==> src/pkg/alu8_pkg.sv <==
// constants, types and address decode shared by the alu block
package alu8_pkg;
    localparam int ADDR_W = 8;
    localparam int DATA_W = 32;
    // register byte offsets
    localparam logic [7:0] OFS_CTRL = 8'h00;
    localparam logic [7:0] OFS_OPND = 8'h04;
    localparam logic [7:0] OFS_IMM = 8'h08;
    localparam logic [7:0] OFS_ACC = 8'h0c;
    localparam logic [7:0] OFS_FLAGS = 8'h10;
    // reset values
    localparam logic [7:0] RST_BYTE = 8'h00;
    // bus responses
    localparam logic [1:0] RESP_OKAY = 2'h0;
    localparam logic [1:0] RESP_SLVERR = 2'h2;
    // operation constants
    localparam logic [7:0] DA_ADD_LO = 8'h06;
    localparam logic [7:0] DA_ADD_HI = 8'h60;
    localparam logic [7:0] DA_ADD_BOTH = 8'h66;
    localparam logic [7:0] DA_SUB_LO = 8'hfa;
    localparam logic [7:0] DA_SUB_HI = 8'ha0;
    localparam logic [7:0] DA_SUB_BOTH = 8'h9a;
    localparam logic [7:0] DA_NONE = 8'h00;
    localparam logic [7:0] BCD_BYTE_MAX = 8'h99;
    localparam logic [3:0] BCD_DIGIT_MAX = 4'h9;
    localparam logic [3:0] DA_SUB_H_LIM = 4'h6;
    localparam logic [7:0] INC_OVF_VAL = 8'h7f;
    localparam logic [7:0] DEC_OVF_VAL = 8'h80;
    localparam logic [7:0] ONE_BYTE = 8'h01;
    localparam logic [7:0] ZERO_BYTE = 8'h00;
    localparam int CTRL_W = 5;

    typedef enum logic [3:0] {
        OP_ADD, OP_ADD_CARRY, OP_SUB, OP_SUBTRACT_WITH_BORROW, OP_COMPARE_OP,
        OP_AND, OP_OR, OP_XOR, OP_INC, OP_DEC, OP_NEGATE_ACCUMULATOR,
        OP_DECIMAL_ADJUST, OP_INVERT_CARRY_FLAG, OP_FORCE_CARRY_FLAG
    } alu8_op_t;

    typedef struct packed {
        logic imm;
        alu8_op_t op;
    } alu8_ctrl_t;

    typedef struct packed {
        logic s;
        logic z;
        logic r5;
        logic h;
        logic r3;
        logic pv;
        logic n;
        logic c;
    } alu8_flags_t;

    typedef struct packed {
        logic [7:0] r;
        logic h;
        logic v;
        logic c;
    } alu8_arith_t;

    typedef enum logic [2:0] {SEL_CTRL, SEL_OPND, SEL_IMM, SEL_ACC, SEL_FLAGS, SEL_NONE} alu8_sel_t;

    function automatic alu8_sel_t reg_sel(input logic [ADDR_W-1:0] a);
        case (a)
            OFS_CTRL: reg_sel = SEL_CTRL;
            OFS_OPND: reg_sel = SEL_OPND;
            OFS_IMM: reg_sel = SEL_IMM;
            OFS_ACC: reg_sel = SEL_ACC;
            OFS_FLAGS: reg_sel = SEL_FLAGS;
            default: reg_sel = SEL_NONE;
        endcase
    endfunction
endpackage

==> src/rtl/alu8_axil_slave.sv <==
// axi4-lite slave front end: handshakes, decode of responses, output flops
`timescale 1ns/100ps
module alu8_axil_slave
(
    // clock and reset
    input wire logic clk_i,
    input wire logic rst_n_i,
    // write channels
    input wire logic [alu8_pkg::ADDR_W-1:0] awaddr_i,
    input wire logic awvalid_i,
    output logic awready_o,
    input wire logic [alu8_pkg::DATA_W-1:0] wdata_i,
    input wire logic [3:0] wstrb_i,
    input wire logic wvalid_i,
    output logic wready_o,
    output logic [1:0] bresp_o,
    output logic bvalid_o,
    input wire logic bready_i,
    // read channels
    input wire logic [alu8_pkg::ADDR_W-1:0] araddr_i,
    input wire logic arvalid_i,
    output logic arready_o,
    output logic [alu8_pkg::DATA_W-1:0] rdata_o,
    output logic [1:0] rresp_o,
    output logic rvalid_o,
    input wire logic rready_i,
    // register file side
    output logic wr_en_o,
    output logic [alu8_pkg::ADDR_W-1:0] wr_addr_o,
    output logic [alu8_pkg::DATA_W-1:0] wr_data_o,
    output logic [3:0] wr_strb_o,
    output logic [alu8_pkg::ADDR_W-1:0] rd_addr_o,
    input wire logic [alu8_pkg::DATA_W-1:0] rd_data_i
);
    logic aw_held_ff, nxt_aw_held, w_held_ff, nxt_w_held;
    logic [alu8_pkg::ADDR_W-1:0] aw_addr_ff, nxt_aw_addr;
    logic [alu8_pkg::DATA_W-1:0] w_data_ff, nxt_w_data;
    logic [3:0] w_strb_ff, nxt_w_strb;
    logic awready_ff, nxt_awready, wready_ff, nxt_wready;
    logic bvalid_ff, nxt_bvalid, arready_ff, nxt_arready, rvalid_ff, nxt_rvalid;
    logic [1:0] bresp_ff, nxt_bresp, rresp_ff, nxt_rresp;
    logic [alu8_pkg::DATA_W-1:0] rdata_ff, nxt_rdata;
    logic do_wr;

    // address and data may arrive in either order; the write fires once both are held
    always_comb
    begin
        nxt_aw_held = aw_held_ff;
        nxt_aw_addr = aw_addr_ff;
        nxt_w_held = w_held_ff;
        nxt_w_data = w_data_ff;
        nxt_w_strb = w_strb_ff;
        nxt_bvalid = bvalid_ff;
        nxt_bresp = bresp_ff;
        do_wr = aw_held_ff && w_held_ff && !bvalid_ff;
        if (awvalid_i && awready_ff)
        begin
            nxt_aw_held = 1'b1;
            nxt_aw_addr = awaddr_i;
        end
        if (wvalid_i && wready_ff)
        begin
            nxt_w_held = 1'b1;
            nxt_w_data = wdata_i;
            nxt_w_strb = wstrb_i;
        end
        if (bvalid_ff && bready_i)
            nxt_bvalid = 1'b0;
        if (do_wr)
        begin
            nxt_aw_held = 1'b0;
            nxt_w_held = 1'b0;
            nxt_bvalid = 1'b1;
            nxt_bresp = (alu8_pkg::reg_sel(aw_addr_ff) == alu8_pkg::SEL_NONE) ?
                        alu8_pkg::RESP_SLVERR : alu8_pkg::RESP_OKAY;
        end
        nxt_awready = !nxt_aw_held && !nxt_bvalid;
        nxt_wready = !nxt_w_held && !nxt_bvalid;
    end

    // one read at a time; data captured on the address handshake
    always_comb
    begin
        nxt_rvalid = rvalid_ff;
        nxt_rdata = rdata_ff;
        nxt_rresp = rresp_ff;
        if (rvalid_ff && rready_i)
            nxt_rvalid = 1'b0;
        if (arvalid_i && arready_ff)
        begin
            nxt_rvalid = 1'b1;
            nxt_rdata = rd_data_i;
            nxt_rresp = (alu8_pkg::reg_sel(araddr_i) == alu8_pkg::SEL_NONE) ?
                        alu8_pkg::RESP_SLVERR : alu8_pkg::RESP_OKAY;
        end
        nxt_arready = !nxt_rvalid;
    end

    always_ff @(posedge clk_i or negedge rst_n_i)
    begin
        if (!rst_n_i)
        begin
            aw_held_ff <= 1'b0;
            aw_addr_ff <= '0;
            w_held_ff <= 1'b0;
            w_data_ff <= '0;
            w_strb_ff <= 4'h0;
            awready_ff <= 1'b1;
            wready_ff <= 1'b1;
            bvalid_ff <= 1'b0;
            bresp_ff <= alu8_pkg::RESP_OKAY;
            arready_ff <= 1'b1;
            rvalid_ff <= 1'b0;
            rdata_ff <= '0;
            rresp_ff <= alu8_pkg::RESP_OKAY;
        end
        else
        begin
            aw_held_ff <= nxt_aw_held;
            aw_addr_ff <= nxt_aw_addr;
            w_held_ff <= nxt_w_held;
            w_data_ff <= nxt_w_data;
            w_strb_ff <= nxt_w_strb;
            awready_ff <= nxt_awready;
            wready_ff <= nxt_wready;
            bvalid_ff <= nxt_bvalid;
            bresp_ff <= nxt_bresp;
            arready_ff <= nxt_arready;
            rvalid_ff <= nxt_rvalid;
            rdata_ff <= nxt_rdata;
            rresp_ff <= nxt_rresp;
        end
    end

    assign awready_o = awready_ff;
    assign wready_o = wready_ff;
    assign bvalid_o = bvalid_ff;
    assign bresp_o = bresp_ff;
    assign arready_o = arready_ff;
    assign rvalid_o = rvalid_ff;
    assign rdata_o = rdata_ff;
    assign rresp_o = rresp_ff;
    assign wr_en_o = do_wr;
    assign wr_addr_o = aw_addr_ff;
    assign wr_data_o = w_data_ff;
    assign wr_strb_o = w_strb_ff;
    assign rd_addr_o = araddr_i;
endmodule

==> src/rtl/alu8_top.sv <==
// eight-bit arithmetic and logic unit with its register file on axi4-lite
//
// Decided for this implementation: the register offsets and the AXI4-Lite interface to the registers.
`timescale 1ns/100ps
module alu8_top
#(
    parameter int ADDR_W = alu8_pkg::ADDR_W
)
(
    // clock and reset
    input wire logic SYS_CLK_I,
    input wire logic RESET_N_I,
    // axi4-lite write address and data
    input wire logic [ADDR_W-1:0] S_AXI_AWADDR_I,
    input wire logic S_AXI_AWVALID_I,
    output logic S_AXI_AWREADY_O,
    input wire logic [alu8_pkg::DATA_W-1:0] S_AXI_WDATA_I,
    input wire logic [3:0] S_AXI_WSTRB_I,
    input wire logic S_AXI_WVALID_I,
    output logic S_AXI_WREADY_O,
    // axi4-lite write response
    output logic [1:0] S_AXI_BRESP_O,
    output logic S_AXI_BVALID_O,
    input wire logic S_AXI_BREADY_I,
    // axi4-lite read
    input wire logic [ADDR_W-1:0] S_AXI_ARADDR_I,
    input wire logic S_AXI_ARVALID_I,
    output logic S_AXI_ARREADY_O,
    output logic [alu8_pkg::DATA_W-1:0] S_AXI_RDATA_O,
    output logic [1:0] S_AXI_RRESP_O,
    output logic S_AXI_RVALID_O,
    input wire logic S_AXI_RREADY_I
);
    logic wr_en;
    logic [ADDR_W-1:0] wr_addr, rd_addr;
    logic [alu8_pkg::DATA_W-1:0] wr_data, rd_data;
    logic [3:0] wr_strb;
    alu8_pkg::alu8_ctrl_t ctrl_ff, nxt_ctrl, wr_ctrl;
    logic [7:0] opnd_ff, nxt_opnd, imm_ff, nxt_imm, acc_ff, nxt_acc;
    alu8_pkg::alu8_flags_t flags_ff, nxt_flags;
    logic [7:0] op_acc, op_opnd, src, corr;
    alu8_pkg::alu8_flags_t op_flags;
    alu8_pkg::alu8_arith_t ar;
    logic fix_lo, fix_hi, da_h;

    function automatic alu8_pkg::alu8_arith_t add8(input logic [7:0] a, input logic [7:0] b, input logic ci);
        logic [8:0] s;
        logic [4:0] hs;
        s = {1'b0, a} + {1'b0, b} + {8'h00, ci};
        hs = {1'b0, a[3:0]} + {1'b0, b[3:0]} + {4'h0, ci};
        add8.r = s[7:0];
        add8.h = hs[4];
        add8.c = s[8];
        add8.v = (a[7] == b[7]) && (s[7] != a[7]);
    endfunction

    // borrow out of bit 7 is the carry; borrow out of the low nibble is the half-carry
    function automatic alu8_pkg::alu8_arith_t sub8(input logic [7:0] a, input logic [7:0] b, input logic ci);
        logic [8:0] s;
        logic [4:0] hs;
        s = {1'b0, a} - {1'b0, b} - {8'h00, ci};
        hs = {1'b0, a[3:0]} - {1'b0, b[3:0]} - {4'h0, ci};
        sub8.r = s[7:0];
        sub8.h = hs[4];
        sub8.c = s[8];
        sub8.v = (a[7] != b[7]) && (s[7] != a[7]);
    endfunction

    function automatic alu8_pkg::alu8_flags_t arith_flags(input alu8_pkg::alu8_arith_t x, input logic sub);
        arith_flags = '0;
        arith_flags.s = x.r[7];
        arith_flags.z = (x.r == alu8_pkg::ZERO_BYTE);
        arith_flags.h = x.h;
        arith_flags.pv = x.v;
        arith_flags.n = sub;
        arith_flags.c = x.c;
    endfunction

    // parity flag reads one for an even count of ones
    function automatic alu8_pkg::alu8_flags_t logic_flags(input logic [7:0] r, input logic h);
        logic_flags = '0;
        logic_flags.s = r[7];
        logic_flags.z = (r == alu8_pkg::ZERO_BYTE);
        logic_flags.h = h;
        logic_flags.pv = ~^r;
    endfunction

    assign wr_ctrl = alu8_pkg::alu8_ctrl_t'(wr_data[alu8_pkg::CTRL_W-1:0]);

    // operation of the opcode being written, computed from the current state
    always_comb
    begin
        op_acc = acc_ff;
        op_opnd = opnd_ff;
        op_flags = flags_ff;
        ar = '0;
        corr = alu8_pkg::DA_NONE;
        fix_lo = 1'b0;
        fix_hi = 1'b0;
        da_h = 1'b0;
        src = wr_ctrl.imm ? imm_ff : opnd_ff;
        case (wr_ctrl.op)
            alu8_pkg::OP_ADD, alu8_pkg::OP_ADD_CARRY:
            begin
                ar = add8(acc_ff, src, (wr_ctrl.op == alu8_pkg::OP_ADD_CARRY) && flags_ff.c);
                op_acc = ar.r;
                op_flags = arith_flags(ar, 1'b0);
            end
            alu8_pkg::OP_SUB, alu8_pkg::OP_SUBTRACT_WITH_BORROW, alu8_pkg::OP_COMPARE_OP:
            begin
                ar = sub8(acc_ff, src, (wr_ctrl.op == alu8_pkg::OP_SUBTRACT_WITH_BORROW) && flags_ff.c);
                if (wr_ctrl.op != alu8_pkg::OP_COMPARE_OP)
                    op_acc = ar.r;
                op_flags = arith_flags(ar, 1'b1);
            end
            alu8_pkg::OP_AND:
            begin
                op_acc = acc_ff & src;
                op_flags = logic_flags(acc_ff & src, 1'b1);
            end
            alu8_pkg::OP_OR:
            begin
                op_acc = acc_ff | src;
                op_flags = logic_flags(acc_ff | src, 1'b0);
            end
            alu8_pkg::OP_XOR:
            begin
                op_acc = acc_ff ^ src;
                op_flags = logic_flags(acc_ff ^ src, 1'b0);
            end
            // increment and decrement work on the register operand, never the immediate
            alu8_pkg::OP_INC:
            begin
                ar = add8(opnd_ff, alu8_pkg::ONE_BYTE, 1'b0);
                op_opnd = ar.r;
                op_flags = arith_flags(ar, 1'b0);
                op_flags.pv = (opnd_ff == alu8_pkg::INC_OVF_VAL);
                op_flags.c = flags_ff.c;
            end
            alu8_pkg::OP_DEC:
            begin
                ar = sub8(opnd_ff, alu8_pkg::ONE_BYTE, 1'b0);
                op_opnd = ar.r;
                op_flags = arith_flags(ar, 1'b1);
                op_flags.pv = (opnd_ff == alu8_pkg::DEC_OVF_VAL);
                op_flags.c = flags_ff.c;
            end
            alu8_pkg::OP_NEGATE_ACCUMULATOR:
            begin
                ar = sub8(alu8_pkg::ZERO_BYTE, acc_ff, 1'b0);
                op_acc = ar.r;
                op_flags = arith_flags(ar, 1'b1);
                op_flags.pv = (acc_ff == alu8_pkg::DEC_OVF_VAL);
                op_flags.c = (acc_ff != alu8_pkg::ZERO_BYTE);
            end
            alu8_pkg::OP_DECIMAL_ADJUST:
            begin
                if (!flags_ff.n)
                begin
                    fix_lo = (acc_ff[3:0] > alu8_pkg::BCD_DIGIT_MAX) || flags_ff.h;
                    fix_hi = (acc_ff > alu8_pkg::BCD_BYTE_MAX) || flags_ff.c;
                    da_h = acc_ff[3:0] > alu8_pkg::BCD_DIGIT_MAX;
                    corr = (fix_lo && fix_hi) ? alu8_pkg::DA_ADD_BOTH :
                           fix_hi ? alu8_pkg::DA_ADD_HI :
                           fix_lo ? alu8_pkg::DA_ADD_LO : alu8_pkg::DA_NONE;
                end
                else
                begin
                    // only the prior flags steer the subtract set; nibble values are then in range
                    fix_lo = flags_ff.h;
                    fix_hi = flags_ff.c;
                    da_h = flags_ff.h && (acc_ff[3:0] < alu8_pkg::DA_SUB_H_LIM);
                    corr = (fix_lo && fix_hi) ? alu8_pkg::DA_SUB_BOTH :
                           fix_hi ? alu8_pkg::DA_SUB_HI :
                           fix_lo ? alu8_pkg::DA_SUB_LO : alu8_pkg::DA_NONE;
                end
                op_acc = acc_ff + corr;
                op_flags = logic_flags(acc_ff + corr, da_h);
                op_flags.n = flags_ff.n;
                op_flags.c = fix_hi;
            end
            alu8_pkg::OP_INVERT_CARRY_FLAG:
            begin
                op_flags.c = ~flags_ff.c;
                op_flags.n = 1'b0;
            end
            alu8_pkg::OP_FORCE_CARRY_FLAG:
            begin
                op_flags.c = 1'b1;
                op_flags.n = 1'b0;
                op_flags.h = 1'b0;
            end
            default:
            begin
                op_acc = acc_ff;
            end
        endcase
    end

    // register writes; writing the control register also executes its opcode
    always_comb
    begin
        nxt_ctrl = ctrl_ff;
        nxt_opnd = opnd_ff;
        nxt_imm = imm_ff;
        nxt_acc = acc_ff;
        nxt_flags = flags_ff;
        if (wr_en && wr_strb[0])
        begin
            case (alu8_pkg::reg_sel(wr_addr))
                alu8_pkg::SEL_CTRL:
                begin
                    nxt_ctrl = wr_ctrl;
                    nxt_acc = op_acc;
                    nxt_opnd = op_opnd;
                    nxt_flags = op_flags;
                end
                alu8_pkg::SEL_OPND: nxt_opnd = wr_data[7:0];
                alu8_pkg::SEL_IMM: nxt_imm = wr_data[7:0];
                alu8_pkg::SEL_ACC: nxt_acc = wr_data[7:0];
                alu8_pkg::SEL_FLAGS:
                begin
                    nxt_flags = alu8_pkg::alu8_flags_t'(wr_data[7:0]);
                    nxt_flags.r5 = 1'b0;
                    nxt_flags.r3 = 1'b0;
                end
                default: nxt_ctrl = ctrl_ff;
            endcase
        end
    end

    always_ff @(posedge SYS_CLK_I or negedge RESET_N_I)
    begin
        if (!RESET_N_I)
        begin
            ctrl_ff <= '0;
            opnd_ff <= alu8_pkg::RST_BYTE;
            imm_ff <= alu8_pkg::RST_BYTE;
            acc_ff <= alu8_pkg::RST_BYTE;
            flags_ff <= '0;
        end
        else
        begin
            ctrl_ff <= nxt_ctrl;
            opnd_ff <= nxt_opnd;
            imm_ff <= nxt_imm;
            acc_ff <= nxt_acc;
            flags_ff <= nxt_flags;
        end
    end

    // read mux; unused upper bits read zero
    always_comb
    begin
        rd_data = '0;
        case (alu8_pkg::reg_sel(rd_addr))
            alu8_pkg::SEL_CTRL: rd_data[alu8_pkg::CTRL_W-1:0] = ctrl_ff;
            alu8_pkg::SEL_OPND: rd_data[7:0] = opnd_ff;
            alu8_pkg::SEL_IMM: rd_data[7:0] = imm_ff;
            alu8_pkg::SEL_ACC: rd_data[7:0] = acc_ff;
            alu8_pkg::SEL_FLAGS: rd_data[7:0] = flags_ff;
            default: rd_data = '0;
        endcase
    end

    alu8_axil_slave u_slave
    (
        .clk_i(SYS_CLK_I),
        .rst_n_i(RESET_N_I),
        .awaddr_i(S_AXI_AWADDR_I),
        .awvalid_i(S_AXI_AWVALID_I),
        .awready_o(S_AXI_AWREADY_O),
        .wdata_i(S_AXI_WDATA_I),
        .wstrb_i(S_AXI_WSTRB_I),
        .wvalid_i(S_AXI_WVALID_I),
        .wready_o(S_AXI_WREADY_O),
        .bresp_o(S_AXI_BRESP_O),
        .bvalid_o(S_AXI_BVALID_O),
        .bready_i(S_AXI_BREADY_I),
        .araddr_i(S_AXI_ARADDR_I),
        .arvalid_i(S_AXI_ARVALID_I),
        .arready_o(S_AXI_ARREADY_O),
        .rdata_o(S_AXI_RDATA_O),
        .rresp_o(S_AXI_RRESP_O),
        .rvalid_o(S_AXI_RVALID_O),
        .rready_i(S_AXI_RREADY_I),
        .wr_en_o(wr_en),
        .wr_addr_o(wr_addr),
        .wr_data_o(wr_data),
        .wr_strb_o(wr_strb),
        .rd_addr_o(rd_addr),
        .rd_data_i(rd_data)
    );
endmodule

==> config.mk <==
export PLATFORM = sky130hd
export DESIGN_NAME = alu8_top
export DESIGN_NICKNAME = d
export VERILOG_FILES = /design/src/pkg/alu8_pkg.sv /design/src/rtl/alu8_axil_slave.sv /design/src/rtl/alu8_top.sv
export SDC_FILE = /design/constraint.sdc
export NUM_CORES = 1
export LEC_CHECK = 0
export ABC_AREA = 1
export BUFFER_PORTS_ARGS = -buffer_cell sky130_fd_sc_hd__buf_2
export CAP_MARGIN = 20
export CORE_ASPECT_RATIO = 1.2
export CORE_MARGIN = 5
export CORE_UTILIZATION = 50
export CTS_BUF_LIST = sky130_fd_sc_hd__clkbuf_8 sky130_fd_sc_hd__clkbuf_16
export DETAILED_ROUTE_END_ITERATION = 8
export PLACE_DENSITY = 0.68
export SLEW_MARGIN = 20
export SYNTH_ARGS = -nofsm -noshare
export SYNTH_HDL_FRONTEND = slang
export SYNTH_SLANG_ARGS = --single-unit
export TNS_END_PERCENT = 1
==> constraint.sdc <==
create_clock -name SYS_CLK_I -period 8.7 [get_ports SYS_CLK_I]
set_input_delay 0.435 -clock SYS_CLK_I [delete_from_list [all_inputs] [get_ports SYS_CLK_I]]
set_output_delay 0.435 -clock SYS_CLK_I [all_outputs]
set_load 0.005 [all_outputs]
==> flow_metrics.tcl <==
set metrics [dict create \
    grt_pass1_wl_um 33420 \
    cts_inserted_buffers 9 \
    routed_wirelength_um 20480 \
    antenna_left 0 \
    criticalPathCategory "reg2reg" \
    synthSimpleGateAreaFrac 0.3255 \
    std_cell_rows 47 \
    synthArstFlopShare 1.000 \
    layout_commonest_cell "nand2_1" \
    dp_hpwl_um 16530 \
    wl_per_cell_um 16.33 \
    status "completed" \
    vias 6788 \
    post-route-drc-count 0 \
    min_path_type "in2async" \
    tns_ps 0 \
    gp_congestion 0.9883 \
    r2r_cells 25 \
    layout.nets 1210 \
    cts.sinks 69 \
    fin_hold_ws_ps 216.2 \
    drive_above_1_share 0.09695 \
    portBuffers 46 \
    seq_area_mm2 0.001730 \
    critical_path_required_ps 8920 \
    start_kind "register" \
    yosys.area_share.adder 0.1376 \
    cts_tree "built" \
    worstSetupEndpointType "register" \
    ys_seq_area_frac 0.2504 \
    firstDrtPassIters 6 \
    min_period_over_period 0.4907 \
    htreeDepth 3 \
    area_delta_synth_final_pct 7.712 \
    first_iter_violations 625 \
    drv_cap 0 \
    finalWorstSetupSlack_ps 4431 \
    slowest_stage "dfrtp_1" \
    skew_ps 5.650 \
    num_io_pins 100 \
    clkSlewWorstSetupHoldPaths_ps 50 \
    antenna_cells 0 \
    synth_compound_gate_area_share 0.1394 \
    synth_edf_count 0 \
    cts-resized-gates 0 \
    die_w_um 117.3 \
    synthFlopType "dfrtp_1" \
    cpPeakStageDelay_ps 540 \
    cts_root_buf "clkbuf_16" \
    synthXorXnorAreaFrac 0.02788 \
    ys_ff_latch 69 \
    clk_latency_ps 330 \
    multi_input_area_mm2 0.004454 \
    finalSetupViolCount 0 \
    dp_worst_setup_slack_ps 4445 \
    pwr_density_cell_mw_per_mm2 398.7 \
    synth_cell_type_count 49 \
    ir_worst_vdd_mv 0.3379 \
    gr-total-overflow 0 \
    syn_area_mm2 0.006912 \
    syn_area_per_cell_um2 6.665 \
    final_max_slew_viol_count 0 \
    cp.arrival_ps 4490 \
    grt_pass1_vias 6451 \
    core_area_mm2 0.01370 \
    synth_top_family_by_area "simple AND/OR/NAND/NOR gates" \
    hold_viol 0 \
    fin_crit_ps 4269 \
    n_fill_cell 1407 \
    clockBufferDepth 2 \
    max_freq_mhz 234.2 \
    die-area_mm2 0.01628 \
    die_h_um 138.8 \
    synthMuxAreaShare 0 \
    vias_per_cell 5.413 \
    layout_common_cells "nand2_1 (291), inv_1 (134), o21ai_0 (92), nor2_1 (78)" \
    relSlewSlack 0.4006 \
    hold_buffers 0 \
    cts_setup_buffers 0 \
    antenna_found_initial 0 \
    yosys_warnings 0 \
    gr-usage-all-layers 0.2518 \
    syn_inst 1037 \
    rsz0062_at_grt "no" \
    leakagePower_nw 4.066 \
    critPathMostFrequentCell "nand2_1" \
    grt_max_degree 70 \
    initial_utilization 0.5044 \
    cp_max_fo 8 \
    worst_slew_pin_slew_ps 889.8 \
]
[critical path: cells and delay by family (launching register included)]
| family | cells | cell delay (ps) |
|---|---|---|
| adder cells (fa/ha/maj) | 4 | 1220 |
| AND/OR/NAND/NOR | 16 | 1580 |
| buffers and inverters | 2 | 480 |
| AO/OA/AOI/OAI | 2 | 140 |
| XOR/XNOR | 1 | 200 |
| flip-flops | 1 | 540 |
[path summary, 6_finish.rpt]
kind                                    from              endpoint  slack (ps)
hold reg to reg             u_slave.rvalid_o     u_slave.arready_o         420
setup reg to reg                   acc_ff[1]           flags_ff[2]        4430
min in group SYS_CLK_I     S_AXI_AWADDR_I[7]  u_slave.wr_addr_o[7]         300
setup / recovery                   acc_ff[1]           flags_ff[2]        4430
max in group asynchronous          RESET_N_I    u_slave.rdata_o[4]        7910
hold / removal                     RESET_N_I      u_slave.bvalid_o         220
[per-stage QoR]
step	power (mW)	util	cells	area (um^2)
6_report	2.968	0.5433	1254	7445
5_1_grt	3.314	0.5433	1254	7445
4_1_cts	2.947	0.5433	1254	7445
3_5_place_dp	2.605	0.5236	1238	7174
3_3_place_gp	2.589	0.5236	1238	7174
2_1_floorplan	2.072	-	1062	7005
[flip-flops by register name, summed over array words and instances, names as in the netlist, 5 cells and up]
name,flops
u_slave.wr_data_o,8
u_slave.wr_addr_o,8
opnd_ff,8
u_slave.rdata_o,8
flags_ff,6
imm_ff,8
ctrl_ff,5
acc_ff,8
[Yosys cell counts (9+ instances only)]
cell	count	share of area
a21oi_1	38	0.028
buf_4	29	0.031
dfrtp_1	66	0.24
ha_1	68	0.12
inv_1	133	0.072
inv_2	9	0.0049
nand2_1	291	0.16
nand3_1	68	0.049
nand4_1	27	0.024
nor2_1	78	0.042
o21ai_0	93	0.067
o22ai_1	12	0.011
or2_2	11	0.010
xor2_1	14	0.018
[per-layer routing]
layer  track usage  share of wire  vias to the layer above  wire length (um)
met4        0.1167          0.043                        0               885
met1        0.3315           0.42                     3100              8700
met3       0.02244          0.056                       50              1140
met5             0              0                        -                 0
met2        0.4178           0.48                      235              9748
li1              -              -                     3403                 -
[cell type report]
cell class,count,share of cell area
Multi-Input combinational cell,808,0.5983
Sequential cell,69,0.2324
Tap cell,171,0.02874
Clock inverter,6,0.004202
Timing Repair Buffer,46,0.03126
Clock buffer,10,0.03210
Inverter,144,0.07294
[cell families after synthesis]
| group | after synthesis |
|---|---|
| DFF | 69 |
| buffers and inverters | 185 |
| and+or+nand+nor | 511 |
| xor gates and xnor gates | 22 |
| AOI/OAI and AO/OA | 176 |
| other | 1 |
| adders and majority gates | 73 |
[where the power goes]
group	leakage, nW	internal (mW)	switching (mW)	total (mW)
Clock	0.139	0.197	0.133	0.330
Combinational	3.02	0.731	1.34	2.07
Sequential	0.910	0.421	0.144	0.565
Power figures use the tool's default switching activity.
